## src/rtl/cdc_pkg.sv

```systemverilog
// Purpose: Shared constants and carriers for the codec clock/control block
// Assumes: One 125 MHz clock; the input clock of the divider chain is i_clk
// Notes: Time figures are kept in their own unit, cycle counts derived
package cdc_pkg;

  ////////////////////////////////////////////////////////////////////////////
  // Timing
  localparam int unsigned CLK_PERIOD_PS = 8000;
  localparam int unsigned POR_PULSE_MIN_US = 1500;
  localparam int unsigned POR_PULSE_MAX_US = 7000;
  // Least time rounds up to whole cycles
  localparam int unsigned POR_PULSE_CYCLES =
    (POR_PULSE_MIN_US * 1000000 + CLK_PERIOD_PS - 1) / CLK_PERIOD_PS;
  localparam int unsigned POR_CNT_W = 18;

  ////////////////////////////////////////////////////////////////////////////
  // Divider and gain figures
  localparam logic [4:0] RST_DIV_RATIO = 5'h10;
  localparam logic [1:0] IC0_RST_RATIO = 2'h2;
  localparam logic [6:0] OS_PER_SAMPLE = 7'h7d;
  localparam logic [6:0] FRAC_DEN = 7'h7d;
  localparam logic [6:0] M_CODE0_VALUE = 7'h40;
  localparam logic [5:0] GAIN_STEP_DB = 6'h03;

  ////////////////////////////////////////////////////////////////////////////
  // Control word, modulator and clock layouts
  typedef struct packed {
    logic loopback_select;
    logic [3:0] output_gain_select;
    logic [4:0] sys_clock_divider;
  } cdc_cw0_t;

  typedef struct packed {
    logic internal_clock0_divider;
    logic phase_direction;
    logic [6:0] phase_pulse_count;
    logic [4:0] aux_clock_divider;
  } cdc_cw1_t;

  typedef struct packed {
    logic [5:0] m_code;
    logic sign_neg;
    logic [5:0] n_num;
  } cdc_frac_t;

  typedef struct packed {
    logic highpass_enable_n;
    logic dither_disable;
    logic por_pulse_trigger;
  } cdc_cw3_t;

  typedef struct packed {
    logic dig_mod_bit;
    logic ana_mod_bit;
  } cdc_mod_t;

  typedef struct packed {
    logic internal_clock0_en;
    logic oversample_en;
    logic sample_en;
    logic sys_clock_out;
    logic aux_clock_out;
  } cdc_clk_t;

  ////////////////////////////////////////////////////////////////////////////
  // Values after reset
  localparam cdc_cw0_t CW0_RST = '{1'b0, 4'h0, 5'h00};
  localparam cdc_cw1_t CW1_RST = '{1'b0, 1'b0, 7'h00, 5'h00};
  localparam cdc_frac_t FRAC_RST = '{6'h01, 1'b0, 6'h00};
  localparam cdc_cw3_t CW3_RST = '{1'b0, 1'b0, 1'b0};

endpackage

```

## src/rtl/cdc_sync2.sv

```systemverilog
// Purpose: Two flip-flop synchroniser for pin levels
// Assumes: Inputs are slow levels from outside the clock domain
// Notes: First stage is read only by the second stage
module cdc_sync2 #(
  parameter int unsigned W = 1
) (
  input wire logic i_clk,
  input wire logic i_reset_n,
  input wire logic [W-1:0] i_async,
  output logic [W-1:0] o_sync
);

  typedef struct packed {
    logic [W-1:0] s1;
    logic [W-1:0] s2;
  } cdc_sync_st_t;

  cdc_sync_st_t q, d;

  always_comb begin
    d = q;
    d.s1 = i_async;
    d.s2 = q.s1;
  end

  always_ff @(posedge i_clk or negedge i_reset_n) begin
    if (!i_reset_n) begin
      // Pins idle high; starting high avoids a false edge after reset
      q <= '1;
    end else begin
      q <= d;
    end
  end

  assign o_sync = q.s2;

endmodule

```

## src/rtl/cdc_clkdiv.sv

```systemverilog
// Purpose: Integer output clock divider, ratio 0 (off) or 1 to 31
// Assumes: i_tick is a one-cycle enable at the source clock rate
// Notes: New ratio is taken at terminal count or on restart; only a restart can cut a pulse short
module cdc_clkdiv (
  input wire logic i_clk,
  input wire logic i_reset_n,
  input wire logic i_tick,
  input wire logic [4:0] i_ratio,
  input wire logic i_restart,
  output logic o_clk
);

  typedef struct packed {
    logic [4:0] cnt;
    logic [4:0] ratio;
    logic clk;
  } cdc_div_st_t;

  cdc_div_st_t q, d;

  always_comb begin
    d = q;
    if (i_restart) begin
      d.cnt = 5'h00;
      d.ratio = i_ratio;
      d.clk = 1'b0;
    end else if (i_tick) begin
      if (q.cnt == 5'h00) begin
        d.ratio = i_ratio;
        d.cnt = (i_ratio == 5'h00) ? 5'h00 : i_ratio - 5'h01;
      end else begin
        d.cnt = q.cnt - 5'h01;
      end
      // Zero ratio parks the output low; otherwise high for upper half
      if (d.ratio == 5'h00) begin
        d.clk = 1'b0;
      end else begin
        d.clk = (d.cnt >= (d.ratio >> 1));
      end
    end
  end

  always_ff @(posedge i_clk or negedge i_reset_n) begin
    if (!i_reset_n) begin
      q <= '0;
    end else begin
      q <= d;
    end
  end

  assign o_clk = q.clk;

endmodule

```

## src/rtl/cdc_top.sv

```systemverilog
// Purpose: Codec clock generation, phase adjust, reset and misc control
// Assumes: i_clk stands for the selected input clock of the divider chain
// Notes: Derived clocks are one-cycle enables; output clocks are levels

module cdc_top #(
  parameter int unsigned P_POR_CYCLES = cdc_pkg::POR_PULSE_CYCLES
) (
  input wire logic i_clk,
  input wire logic i_reset_n,
  input wire logic i_reset_pin_n,
  input wire logic i_osc_enable_pin,
  input wire logic i_por_timing_cap_pin,
  input wire logic i_cw0_wr,
  input wire cdc_pkg::cdc_cw0_t i_cw0,
  input wire logic i_cw1_wr,
  input wire cdc_pkg::cdc_cw1_t i_cw1,
  input wire logic i_frac_wr,
  input wire cdc_pkg::cdc_frac_t i_frac,
  input wire logic i_cw3_wr,
  input wire cdc_pkg::cdc_cw3_t i_cw3,
  input wire cdc_pkg::cdc_mod_t i_mod,
  output logic o_osc_power_en,
  output logic o_ext_clk_select,
  output logic o_internal_reset,
  output logic o_por_out_n,
  output cdc_pkg::cdc_clk_t o_clocks,
  output logic o_sinc_in_bit,
  output logic o_demod_in_bit,
  output logic o_hpf_bypass,
  output logic o_dither_en,
  output logic o_loopback,
  output logic [5:0] o_gain_atten_db
);
  import cdc_pkg::*;

  ////////////////////////////////////////////////////////////////////////////
  // State

  typedef struct packed {
    cdc_cw0_t cw0;
    cdc_cw1_t cw1;
    cdc_cw3_t cw3;
    cdc_frac_t frac_pend;
    cdc_frac_t frac_act;
    logic [POR_CNT_W-1:0] por_cnt;
    logic rst_pin_prev;
    logic [1:0] ic_cnt;
    logic [6:0] burst_left;
    logic burst_adv;
    logic [6:0] os_cnt;
    logic [6:0] os_idx;
    logic [6:0] acc;
    logic internal_clock0_en;
    logic os_en;
    logic smp_en;
    logic int_rst;
    logic por_out_n;
    logic osc_en;
    logic sinc_bit;
    logic demod_bit;
    logic [5:0] atten;
  } cdc_top_st_t;

  localparam logic [POR_CNT_W-1:0] POR_LOAD = POR_CNT_W'(P_POR_CYCLES);

  localparam cdc_top_st_t TOP_RST = '{
    cw0: CW0_RST,
    cw1: CW1_RST,
    cw3: CW3_RST,
    frac_pend: FRAC_RST,
    frac_act: FRAC_RST,
    por_cnt: POR_LOAD,
    rst_pin_prev: 1'b1,
    ic_cnt: 2'h0,
    burst_left: 7'h00,
    burst_adv: 1'b0,
    os_cnt: 7'h00,
    os_idx: 7'h00,
    acc: 7'h00,
    internal_clock0_en: 1'b0,
    os_en: 1'b0,
    smp_en: 1'b0,
    int_rst: 1'b1,
    por_out_n: 1'b0,
    osc_en: 1'b1,
    sinc_bit: 1'b0,
    demod_bit: 1'b0,
    atten: 6'h00
  };

  cdc_top_st_t q, d;

  ////////////////////////////////////////////////////////////////////////////
  // Pin synchronisers

  logic [2:0] pin_sync;
  logic rst_pin_n_s;
  logic osc_pin_s;
  logic cap_pin_s;

  cdc_sync2 #(
    .W(3)
  ) u_pin_sync (
    .i_clk(i_clk),
    .i_reset_n(i_reset_n),
    .i_async({i_reset_pin_n, i_osc_enable_pin, i_por_timing_cap_pin}),
    .o_sync(pin_sync)
  );

  assign rst_pin_n_s = pin_sync[2];
  assign osc_pin_s = pin_sync[1];
  assign cap_pin_s = pin_sync[0];

  ////////////////////////////////////////////////////////////////////////////
  // Combinational helpers

  logic rst_low;
  logic rst_rise;
  logic por_active;
  logic [1:0] ic_base;
  logic [1:0] ic_eff;
  cdc_frac_t nf;
  logic [6:0] m_val;
  logic [6:0] m_alt;
  logic [7:0] acc_sum;
  logic long_per;
  logic [6:0] per_len;
  logic last_os;
  logic [4:0] sys_ratio;
  logic [4:0] aux_ratio;

  always_comb begin
    rst_low = !rst_pin_n_s;
    // Divider restart on release of the reset pin
    rst_rise = rst_pin_n_s && !q.rst_pin_prev;
    // Inverting cap buffer: pin still below threshold means pulse active
    por_active = (q.por_cnt != '0) || !cap_pin_s;

    // Internal clock0 base ratio, encoding 0 is divide-by-1
    if (rst_low) begin
      ic_base = IC0_RST_RATIO;
    end else begin
      ic_base = q.cw1.internal_clock0_divider ? 2'h2 : 2'h1;
    end
    ic_eff = ic_base;
    if (q.burst_left != 7'h00) begin
      if (q.burst_adv) begin
        // Divide-by-1 cannot advance; it stays at 1
        ic_eff = (ic_base > 2'h1) ? ic_base - 2'h1 : ic_base;
      end else begin
        ic_eff = ic_base + 2'h1;
      end
    end

    // Fractional settings change only at a sample boundary
    last_os = (q.os_idx == OS_PER_SAMPLE - 7'h01);
    nf = last_os ? q.frac_pend : q.frac_act;
    m_val = (nf.m_code == 6'h00) ? M_CODE0_VALUE : {1'b0, nf.m_code};
    m_alt = nf.sign_neg ? m_val - 7'h01 : m_val + 7'h01;
    // Spread N long/short periods evenly over 125 oversample periods
    acc_sum = (last_os ? 8'h00 : {1'b0, q.acc}) + {2'b00, nf.n_num};
    long_per = (acc_sum >= {1'b0, FRAC_DEN});
    per_len = long_per ? m_alt : m_val;

    sys_ratio = rst_low ? RST_DIV_RATIO : q.cw0.sys_clock_divider;
    aux_ratio = rst_low ? RST_DIV_RATIO : q.cw1.aux_clock_divider;
  end

  ////////////////////////////////////////////////////////////////////////////
  // Next state

  always_comb begin
    d = q;
    d.rst_pin_prev = rst_pin_n_s;

    // Power-on pulse element and combined reset
    if (q.por_cnt != '0) begin
      d.por_cnt = q.por_cnt - POR_CNT_W'(1);
    end
    if (!q.int_rst && i_cw3_wr && i_cw3.por_pulse_trigger) begin
      d.por_cnt = POR_LOAD;
    end
    d.int_rst = por_active || rst_low;
    d.por_out_n = !por_active;
    d.osc_en = osc_pin_s;

    // Control words; held at reset values during internal reset
    if (q.int_rst) begin
      d.cw0 = CW0_RST;
      d.cw1 = CW1_RST;
      d.cw3 = CW3_RST;
      d.frac_pend = FRAC_RST;
    end else begin
      if (i_cw0_wr) begin
        d.cw0 = i_cw0;
      end
      if (i_cw1_wr) begin
        d.cw1 = i_cw1;
      end
      if (i_cw3_wr) begin
        d.cw3 = i_cw3;
        d.cw3.por_pulse_trigger = 1'b0;
      end
      if (i_frac_wr) begin
        d.frac_pend = i_frac;
      end
    end

    // Internal clock0 divider with phase burst
    d.internal_clock0_en = 1'b0;
    if (rst_rise) begin
      d.ic_cnt = 2'h0;
      d.burst_left = 7'h00;
    end else if (q.ic_cnt == 2'h0) begin
      d.internal_clock0_en = 1'b1;
      d.ic_cnt = ic_eff - 2'h1;
      if (q.burst_left != 7'h00) begin
        d.burst_left = q.burst_left - 7'h01;
      end
    end else begin
      d.ic_cnt = q.ic_cnt - 2'h1;
    end
    // Each write with a nonzero count starts a fresh burst
    if (!q.int_rst && i_cw1_wr && i_cw1.phase_pulse_count != 7'h00) begin
      d.burst_left = i_cw1.phase_pulse_count;
      d.burst_adv = i_cw1.phase_direction;
    end

    // Fractional oversample divider and fixed sample divider
    d.os_en = 1'b0;
    d.smp_en = 1'b0;
    if (q.internal_clock0_en) begin
      if (q.os_cnt == 7'h00) begin
        d.os_en = 1'b1;
        d.os_cnt = per_len - 7'h01;
        d.acc = long_per ? 7'(acc_sum - {1'b0, FRAC_DEN}) : acc_sum[6:0];
        if (last_os) begin
          // Whole sample spans exactly 125*M + S*N internal clocks
          d.smp_en = 1'b1;
          d.os_idx = 7'h00;
          d.frac_act = q.frac_pend;
        end else begin
          d.os_idx = q.os_idx + 7'h01;
        end
      end else begin
        d.os_cnt = q.os_cnt - 7'h01;
      end
    end

    // Loopback routing of the single-bit modulator streams
    if (q.cw0.loopback_select) begin
      d.sinc_bit = i_mod.dig_mod_bit;
      d.demod_bit = i_mod.ana_mod_bit;
    end else begin
      d.sinc_bit = i_mod.ana_mod_bit;
      d.demod_bit = i_mod.dig_mod_bit;
    end

    // Attenuation in dB, code times the step
    d.atten = 6'({2'b00, q.cw0.output_gain_select} * GAIN_STEP_DB);
  end

  always_ff @(posedge i_clk or negedge i_reset_n) begin
    if (!i_reset_n) begin
      q <= TOP_RST;
    end else begin
      q <= d;
    end
  end

  ////////////////////////////////////////////////////////////////////////////
  // Output clock dividers

  logic sys_clk;
  logic aux_clk;

  // System clock runs from the input clock, every cycle
  cdc_clkdiv u_sys_div (
    .i_clk(i_clk),
    .i_reset_n(i_reset_n),
    .i_tick(1'b1),
    .i_ratio(sys_ratio),
    .i_restart(rst_rise),
    .o_clk(sys_clk)
  );

  // Aux clock follows internal clock0, so bursts move it as well
  cdc_clkdiv u_aux_div (
    .i_clk(i_clk),
    .i_reset_n(i_reset_n),
    .i_tick(q.internal_clock0_en),
    .i_ratio(aux_ratio),
    .i_restart(rst_rise),
    .o_clk(aux_clk)
  );

  ////////////////////////////////////////////////////////////////////////////
  // Outputs

  always_comb begin
    o_clocks.internal_clock0_en = q.internal_clock0_en;
    o_clocks.oversample_en = q.os_en;
    o_clocks.sample_en = q.smp_en;
    o_clocks.sys_clock_out = sys_clk;
    o_clocks.aux_clock_out = aux_clk;
  end

  assign o_osc_power_en = q.osc_en;
  assign o_ext_clk_select = !q.osc_en;
  assign o_internal_reset = q.int_rst;
  assign o_por_out_n = q.por_out_n;
  assign o_sinc_in_bit = q.sinc_bit;
  assign o_demod_in_bit = q.demod_bit;
  // One bit bypasses both A/D and D/A high-pass stages
  assign o_hpf_bypass = q.cw3.highpass_enable_n;
  assign o_dither_en = !q.cw3.dither_disable;
  assign o_loopback = q.cw0.loopback_select;
  assign o_gain_atten_db = q.atten;

endmodule

```

## config.mk

```make
export PLATFORM = sky130hd
export DESIGN_NAME = cdc_top
export DESIGN_NICKNAME = d
export VERILOG_FILES = /design/src/rtl/cdc_pkg.sv /design/src/rtl/cdc_sync2.sv /design/src/rtl/cdc_clkdiv.sv /design/src/rtl/cdc_top.sv
export SDC_FILE = /design/constraint.sdc
export NUM_CORES = 1
export LEC_CHECK = 0
export BUFFER_PORTS_ARGS = -buffer_cell sky130_fd_sc_hd__buf_2
export CORE_ASPECT_RATIO = 0.9
export CORE_UTILIZATION = 30
export DETAILED_ROUTE_END_ITERATION = 10
export PLACE_DENSITY = 0.52
export SYNTH_ARGS = -nofsm -noshare
export SYNTH_HDL_FRONTEND = slang
export SYNTH_SLANG_ARGS = --single-unit
```

## constraint.sdc

```tcl
create_clock -name i_clk -period 4.2 [get_ports i_clk]
set_input_delay 0.63 -clock i_clk [delete_from_list [all_inputs] [get_ports i_clk]]
set_output_delay 0.63 -clock i_clk [all_outputs]
set_load 0.02 [all_outputs]
```

# == Word-level counts from Yosys, hierarchy flattened ==
# Cells that the tools add are included.
# totals
regBits,136
latchBits,0
ram_bits,0
rom_bits,0
output_inout_bits,20
memories,0
# classes
addsub,17
mul,1
div,0
order_cmp,4
n_eq_ne,1
shift,0
muxes,50
bitwise,0
reduce_logical,36
# ops
op,n
5-bit two-way mux,14
7-bit two-way mux,9
40-bit two-way mux,1
18-bit two-way mux,2
11-bit two-way mux,3
5-bit zero test,6
7-bit by 1-bit subtractor with 7-bit output (second input constant),4
13-bit two-way mux,2
5-bit by 1-bit subtractor with 5-bit output (second input constant),4
2-bit two-way mux,9
18-bit nonzero test,1
18-bit by 1-bit subtractor with 18-bit output (second input constant),1
7-bit by 1-bit adder with 7-bit output (second input constant),2
14-bit two-way mux,1
7-bit nonzero test,2
2-bit nonzero test,6
5-bit by 4-bit greater-or-equal comparator with 1-bit output,2
10-bit two-way mux,1
9-bit two-way mux,1
7-bit by 6-bit adder with 8-bit output,1
8-bit by 7-bit greater-or-equal comparator with 1-bit output (second input constant),1
8-bit two-way mux,1
7-bit equality test (second input constant),1
1-bit zero test,7
other kinds (14),27

# == Depth between registers and ports, before layout ==
# Gate-level depths: netlist of the first run.
# logic_depth
word_depth,10
mapped_depth,21
ltp_nobuf,20

# == By module ==
# From an unflattened synthesis of the first run, not the netlist that was laid out.
# unflattened
hier_cells,782
area_unflattened_um2,7773.7
# by_module_without_submodules
module,n_inst,cells_per_inst,area_per_inst_um2,seq_area_each_um2
cdc_top,1,596,5954.5,2721.4
cdc_clkdiv,2,90,830.8,275.3
cdc_sync2,1,6,157.7,157.7

# == Worst setup path before layout of the first run ==
# No wires, ideal clock.
# synth_timing
kind,reg2reg
start,register q[21] in the netlist's numbering
end,register q[32] in the netlist's numbering
t_arrival_ns,4.076
required_ns,4.075
setup_slack_ns,-0.001
path_stages_with_launch,22
path_buffers,1
synth_period_minus_slack_ns,4.201
path_cell_list,dfrtp_1 > inv_1 > ha_1 > nand4_1 > nor2_4 > clkbuf_1 > nand2_1 > nand2_1 > ha_1 > inv_1 > fa_1 > nand2b_1 > a21oi_1 > xor2_1 > and4b_4 > a21o_2 > xnor2_1 > a21oi_1 > ha_1 > and3_4 > xnor2_1 > mux2_4
# synth_rtl
element,line,text
start: declaration,cdc_top.sv:91,"cdc_top_st_t q, d;"
start signal: assignment,cdc_top.sv:265,q <= TOP_RST;
start signal: assignment,cdc_top.sv:267,q <= d;

==> results.tsv, run 1 <==
metric	value	unit
outcome	complete, no violations	
initial drt markers	291	
Post-DRT Antenna Nets	0	
Port Buf Inserts	70	
pre-CTS WS	0.105	ns
First-pass DRT Iterations	4	
syn_nets	880	
CP Launch Point	q[21]	
syn avg cell area	9.66	µm²
DRC violations left	0	
crit path setup slack, layout	0.293	ns
Post-synth ARST share	100	%
minimum clock period	3.91	ns
top_reg_cell synth	dfrtp_1	
crit path max fanout	6	
first-pass GRT wire length	28.9	mm
Diodes inserted	0	
Seq/Total Area, Yosys	45.0	%
drt via density	4.72	
max_cap viols	0	
worst-margin pin slew	0.854	ns
Root Buffer	clkbuf_16	
Initial Utilization	31.0	%
Final Cycle Share	93.0	%
Hold Crit Class	in2async	
Worst Path Required	4.50	ns
# setup viols final	0	
Ports	71	
synthesized flop and latch total	136	
Max rail drop VDD	0.370	mV
largest net degree at the start of global routing	92	
Setup Skew	0.0119	ns
initial antenna violation count	0	
share of post-route cells with drive strength above 1	22.4	%
CTS Sinks	136	
Clock Pin Slew Worst Setup and Hold Paths	0.06	ns
clock buffer depth	2	
setup_tns	0	ns
Netlist cell types	70	
CP Class	reg2reg	
critical path arrival	4.21	ns
grt total ovfl	0	
Startpoint Class	flop	
via count of the first global-routing pass	5740	
die area	26000	µm²
Synth Instances	789	
CTS tree	yes	
H-tree depth	4	
Final Hold Viols	0	
number of hold buffers added after CTS	0	
routed via count	5711	
Placer Congestion	0.813	
total core area	24600	µm²
leakage	4.15	nW
Critical Path End Type	flop	
Power Dens Cells	484	nW/µm²
fillers	2570	
r2r startpoint	q[21]	
Die Y	153	µm
die width	170	µm
multi-input logic area	3900	µm²
area grow syn2layout	18.1	%
total CTS buffers	17	
synth warn	0	
clk_lat worst skew	0.43	ns
Final HPWL DP	11.9	mm
slew margin rel.	43.0	%
final wirelength	16.7	mm
fin. max-slew vios	0	
RSZ-0062 raised after global routing	false	
Rows	54	
Nets	953	
routed length per instance	13.8	µm
FF/Latch Area	3430	µm²
Max Freq	256	MHz
Post-synth EDFFs	0	
GR Util All Layers	13.9	%
post-synthesis cell area	7620	µm²
## through the flow
stage | cells | hold WS [ns] | utilization [%] | total power [mW] | cell area [µm²]
final | 1211 | 0.294 | 36.6 | 4.35 | 9000
after global routing | 1211 | 0.277 | 36.6 | 4.67 | 9000
after CTS | 1206 | 0.276 | 36.3 | 4.42 | 8930
after detailed placement | 1174 | 0.347 | 33.9 | 2.89 | 8350
after global placement | 1174 | 0.346 | 33.9 | 2.88 | 8350
after floorplan | 789 | 0.334 | - | 2.60 | 7620
## final cells by class
type / count / share of cell area, %
clock buffers: 22 / 5.16
repair buffers: 92 / 5.94
clock inverters: 10 / 1.31
inverters: 35 / 1.46
multi-input cells: 580 / 43.3
well taps: 336 / 4.67
flip-flops and latches: 136 / 38.1
## worst max-delay path, cell delays in order (launching register included)
cell and delay [ns]:
dfrtp_1 0.39, inv_1 0.09, ha_1 0.16, nand4_1 0.16, nor2_4 0.18, buf_4 0.16, nand2_1 0.06, nand2_1 0.08
inv_1 0.06, fa_1 0.56, ha_1 0.22, nand2b_1 0.16, nand2_1 0.11, mux2i_4 0.09, buf_4 0.16, a2111oi_2 0.47
nor3_2 0.11, and3_4 0.19, xnor2_1 0.11, mux2_4 0.26
## synth_stat cells (all sizes together), types with 21 or more instances
cell	instances	area share, %
nor3	24	1.8
o21ai	47	3.1
clkbuf	22	1.1
xnor2	22	2.5
nand2	80	3.9
nor2	100	5.0
dfrtp	115	38
mux2i	39	5.3
ha	37	6.1
mux2	22	3.3
inv	35	1.7
a21oi	52	3.5
dfstp	21	7.2
## power breakdown
group	switching [mW]	internal, mW
clock network	0.580	0.908
logic	0.643	0.533
registers	0.166	1.52
total	1.39	2.96
## cells in the final DEF (no fill, tap or decap), types with 7 or more instances in the layout
master	Yosys	layout
xnor2_1	22	22
and3_1	9	9
a21o_1	8	8
xor2_1	13	13
nand2_1	80	80
nor3_1	21	21
clkbuf_16	0	17
a21oi_1	50	46
inv_1	35	35
mux2_2	21	21
mux2i_1	38	38
nor2b_1	9	9
ha_1	37	37
buf_2	2	69
dfstp_2	21	21
nor4_1	7	7
or3_1	7	7
nor2_1	99	99
buf_4	11	21
nand3_1	11	11
dfrtp_1	115	115
a31oi_1	7	7
o21ai_0	42	42
and2_1	10	10
## cells by family after synthesis
family / share of synthesized area, %
fa+ha+maj: 6.86
simple gates: 18.2
compound gates: 13.1
xor+xnor: 4.02
flops: 45.0
buf+inv: 4.17
mux: 8.59
## path summary, 6_finish.rpt
| kind | cells after the start | slack, ns | endpoint |
|---|---|---|---|
| worst max-delay path | 19 | 0.29 | q[32] |
| worst min-delay path | 1 | 0.29 | q[80] |
| worst max register to register | 19 | 0.29 | q[32] |
| worst min register to register | 0 | 0.35 | o_osc_power_en |
| max in group asynchronous | 2 | 3.06 | u_pin_sync.o_sync[2] |
| min in group i_clk | 1 | 0.30 | u_pin_sync.d[0] |
## repair_timing
action | 4_1_cts | 5_1_grt
buffers inserted | 0 | 5
setup endpoints to repair | 0 | 4
gates resized for setup | 0 | 6
## layer usage
layer	part of all wire (%)	vias up	wire length, µm	GRT usage (%)
met5	0	-	0	0
met4	1.3	0	225	4.50
met3	4.3	19	713	3.47
met2	46	104	7590	22.1
met1	49	2700	8150	18.4
li1	-	2888	-	-
## state kept, by name, summed over array words and instances, names as in the netlist, 3 cells and up
register / count
u_pin_sync.o_sync: 3
o_clocks: 3
u_pin_sync.d: 3
u_aux_div.q: 10
q: 92
o_gain_atten_db: 6
u_sys_div.q: 10
Power figures use the tool's default switching activity.
==> run 2, diff against run 1 <==
--- a/config.mk
+++ b/config.mk
@@ -6,10 +6,12 @@
 export NUM_CORES = 1
 export LEC_CHECK = 0
 export BUFFER_PORTS_ARGS = -buffer_cell sky130_fd_sc_hd__buf_2
+export CELL_PAD_IN_SITES_DETAIL_PLACEMENT = 2
+export CELL_PAD_IN_SITES_GLOBAL_PLACEMENT = 2
 export CORE_ASPECT_RATIO = 0.9
 export CORE_UTILIZATION = 30
 export DETAILED_ROUTE_END_ITERATION = 10
-export PLACE_DENSITY = 0.52
+export PLACE_DENSITY = 0.69
 export SYNTH_ARGS = -nofsm -noshare
 export SYNTH_HDL_FRONTEND = slang
 export SYNTH_SLANG_ARGS = --single-unit
==> constraint.sdc (replaced) <==
create_clock -name i_clk -period 4.5 [get_ports i_clk]
set_input_delay 0.675 -clock i_clk [delete_from_list [all_inputs] [get_ports i_clk]]
set_output_delay 0.675 -clock i_clk [all_outputs]
set_load 0.02 [all_outputs]
==> run 2 against run 1 <==
Net effect:
- flip-flop and latch count is the same
- final cell count down 0.50%
- worst hold slack gained 0.041 ns
==> results.tsv, run 2 (synthesized netlist as in run 1, its figures left out) <==
metric	value	unit
First-pass DRT Iterations	4	
final instance area	8970	µm²
Placer Congestion	0.766	
routed via count	5985	
via count of the first global-routing pass	6635	
largest net degree at the start of global routing	95	
R2R Setup Slk	0.24	ns
Reg2Reg Depth	19	
Power Dens Cells	472	nW/µm²
initial antenna violation count	1	
Worst Path Required	4.81	ns
CP Class	reg2reg	
routed length per instance	17.4	µm
grt total ovfl	0	
DRC violations left	0	
Util after Layout	36.5	%
fillers	2736	
Clock Pin Slew Worst Setup and Hold Paths	0.06	ns
Ports	71	
Worst Hold Path EP	u_pin_sync.d[2]	
# setup viols final	0	
drt via density	4.97	
Rows	54	
minimum clock period	4.26	ns
die area	26000	µm²
Post-DRT Antenna Nets	0	
max FFs per register	92	
Post-DP Area	8310	µm²
Final Cycle Share	94.7	%
Max Freq	235	MHz
CTS Sinks	136	
leakage	4.13	nW
total CTS buffers	17	
crit path setup slack, layout	0.239	ns
r2r startpoint	q[21]	
worst-margin pin slew	0.879	ns
setup_tns	0	ns
Max rail drop VDD	0.268	mV
Initial Utilization	31.0	%
initial drt markers	151	
Root Buffer	clkbuf_16	
Die Y	153	µm
pre-CTS WS	0.132	ns
Hold Crit Class	in2reg	
Nets	947	
commonest non-fill, non-tap cell in the layout	dfrtp_1	
die width	170	µm
Diodes inserted	0	
critical path arrival	4.57	ns
WHS Path Cells	1	
Startpoint Class	flop	
most frequent cells in the layout	dfrtp_1, nor2_1, nand2_1	
Critical Path End Type	flop	
total core area	24600	µm²
Port Buf Inserts	70	
worst r2r dst	q[32]	
CTS tree	yes	
H-tree depth	4	
area grow syn2layout	17.8	%
slew margin rel.	41.4	%
Top Registers	q x92, u_aux_div.q x10, u_sys_div.q x10	
max_cap viols	0	
Setup Skew	0.0134	ns
outcome	complete, no violations	
crit path max fanout	8	
clock buffer depth	2	
share of post-route cells with drive strength above 1	21.7	%
FF/Latch Area	3430	µm²
first-pass GRT wire length	35.4	mm
GR Util All Layers	17.5	%
hold_sp	i_reset_pin_n	
clk_lat worst skew	0.43	ns
Final Hold Viols	0	
Top reg by flops	q	
final wirelength	21.0	mm
multi-input logic area	3880	µm²
Final HPWL DP	14.8	mm
fin. max-slew vios	0	
## run 2: worst max-delay path by stage
stage | from | to | slack (ns)
finish | q[21] | q[32] | 0.24
detailed placement | q[21] | q[32] | 0.13
CTS | q[21] | q[32] | 0.06
floorplan | q[21] | q[32] | 0.30
global placement | q[21] | q[32] | 0.31
global route | q[21] | q[32] | -0.004
## run 2: timing repair
action | in CTS | in global routing
gates resized for setup | 0 | 2
setup endpoints to repair | 0 | 4
hold buffers | 0 | 0
setup buffers | 0 | 2
## run 2: final cells by class
| cell class | count | area share [%] |
|---|---|---|
| clock buffers | 19 | 5.05 |
| clock inverters | 13 | 2.01 |
| inverters | 35 | 1.46 |
| multi-input cells | 580 | 43.3 |
| flip-flops and latches | 136 | 38.2 |
| well taps | 336 | 4.69 |
| repair buffers | 86 | 5.31 |
## run 2: power by group
group	total, mW	internal (mW)	leakage (nW)	switching [mW]
Clock	1.51	0.917	0.305	0.596
Sequential	1.58	1.42	1.75	0.161
Combinational	1.14	0.492	2.07	0.649
## run 2: critical path, cell delays in order, from the launching register on
cell and delay [ns]:
dfrtp_1 0.39, inv_1 0.10, ha_1 0.17, and4_1 0.23, nand3_2 0.16, and2_1 0.21
ha_1 0.21, inv_1 0.08, fa_1 0.47, ha_1 0.30, nand2b_1 0.13, nand2_1 0.09
mux2i_4 0.28, a21o_4 0.24, xnor2_1 0.09, a21oi_1 0.23, ha_1 0.25, and3_4 0.20
xnor2_1 0.06, mux2_4 0.26
## run 2: metrics by stage
step	total power, mW	hold WS [ns]	cells
after CTS	4.31	0.308	1203
after floorplan	2.43	0.345	789
final	4.24	0.335	1205
after detailed placement	2.76	0.348	1171
after global routing	4.53	0.311	1205
after global placement	2.72	0.345	1171
## run 2: routing by layer
metal  vias to the layer above  global-route usage (%)  wire (µm)
met5                         -                       0         11
met4                         2                    5.02        246
met3                        18                    3.68        562
met2                        63                    28.4      10100
met1                      3036                    23.3      10000
li1                       2866                       -          -
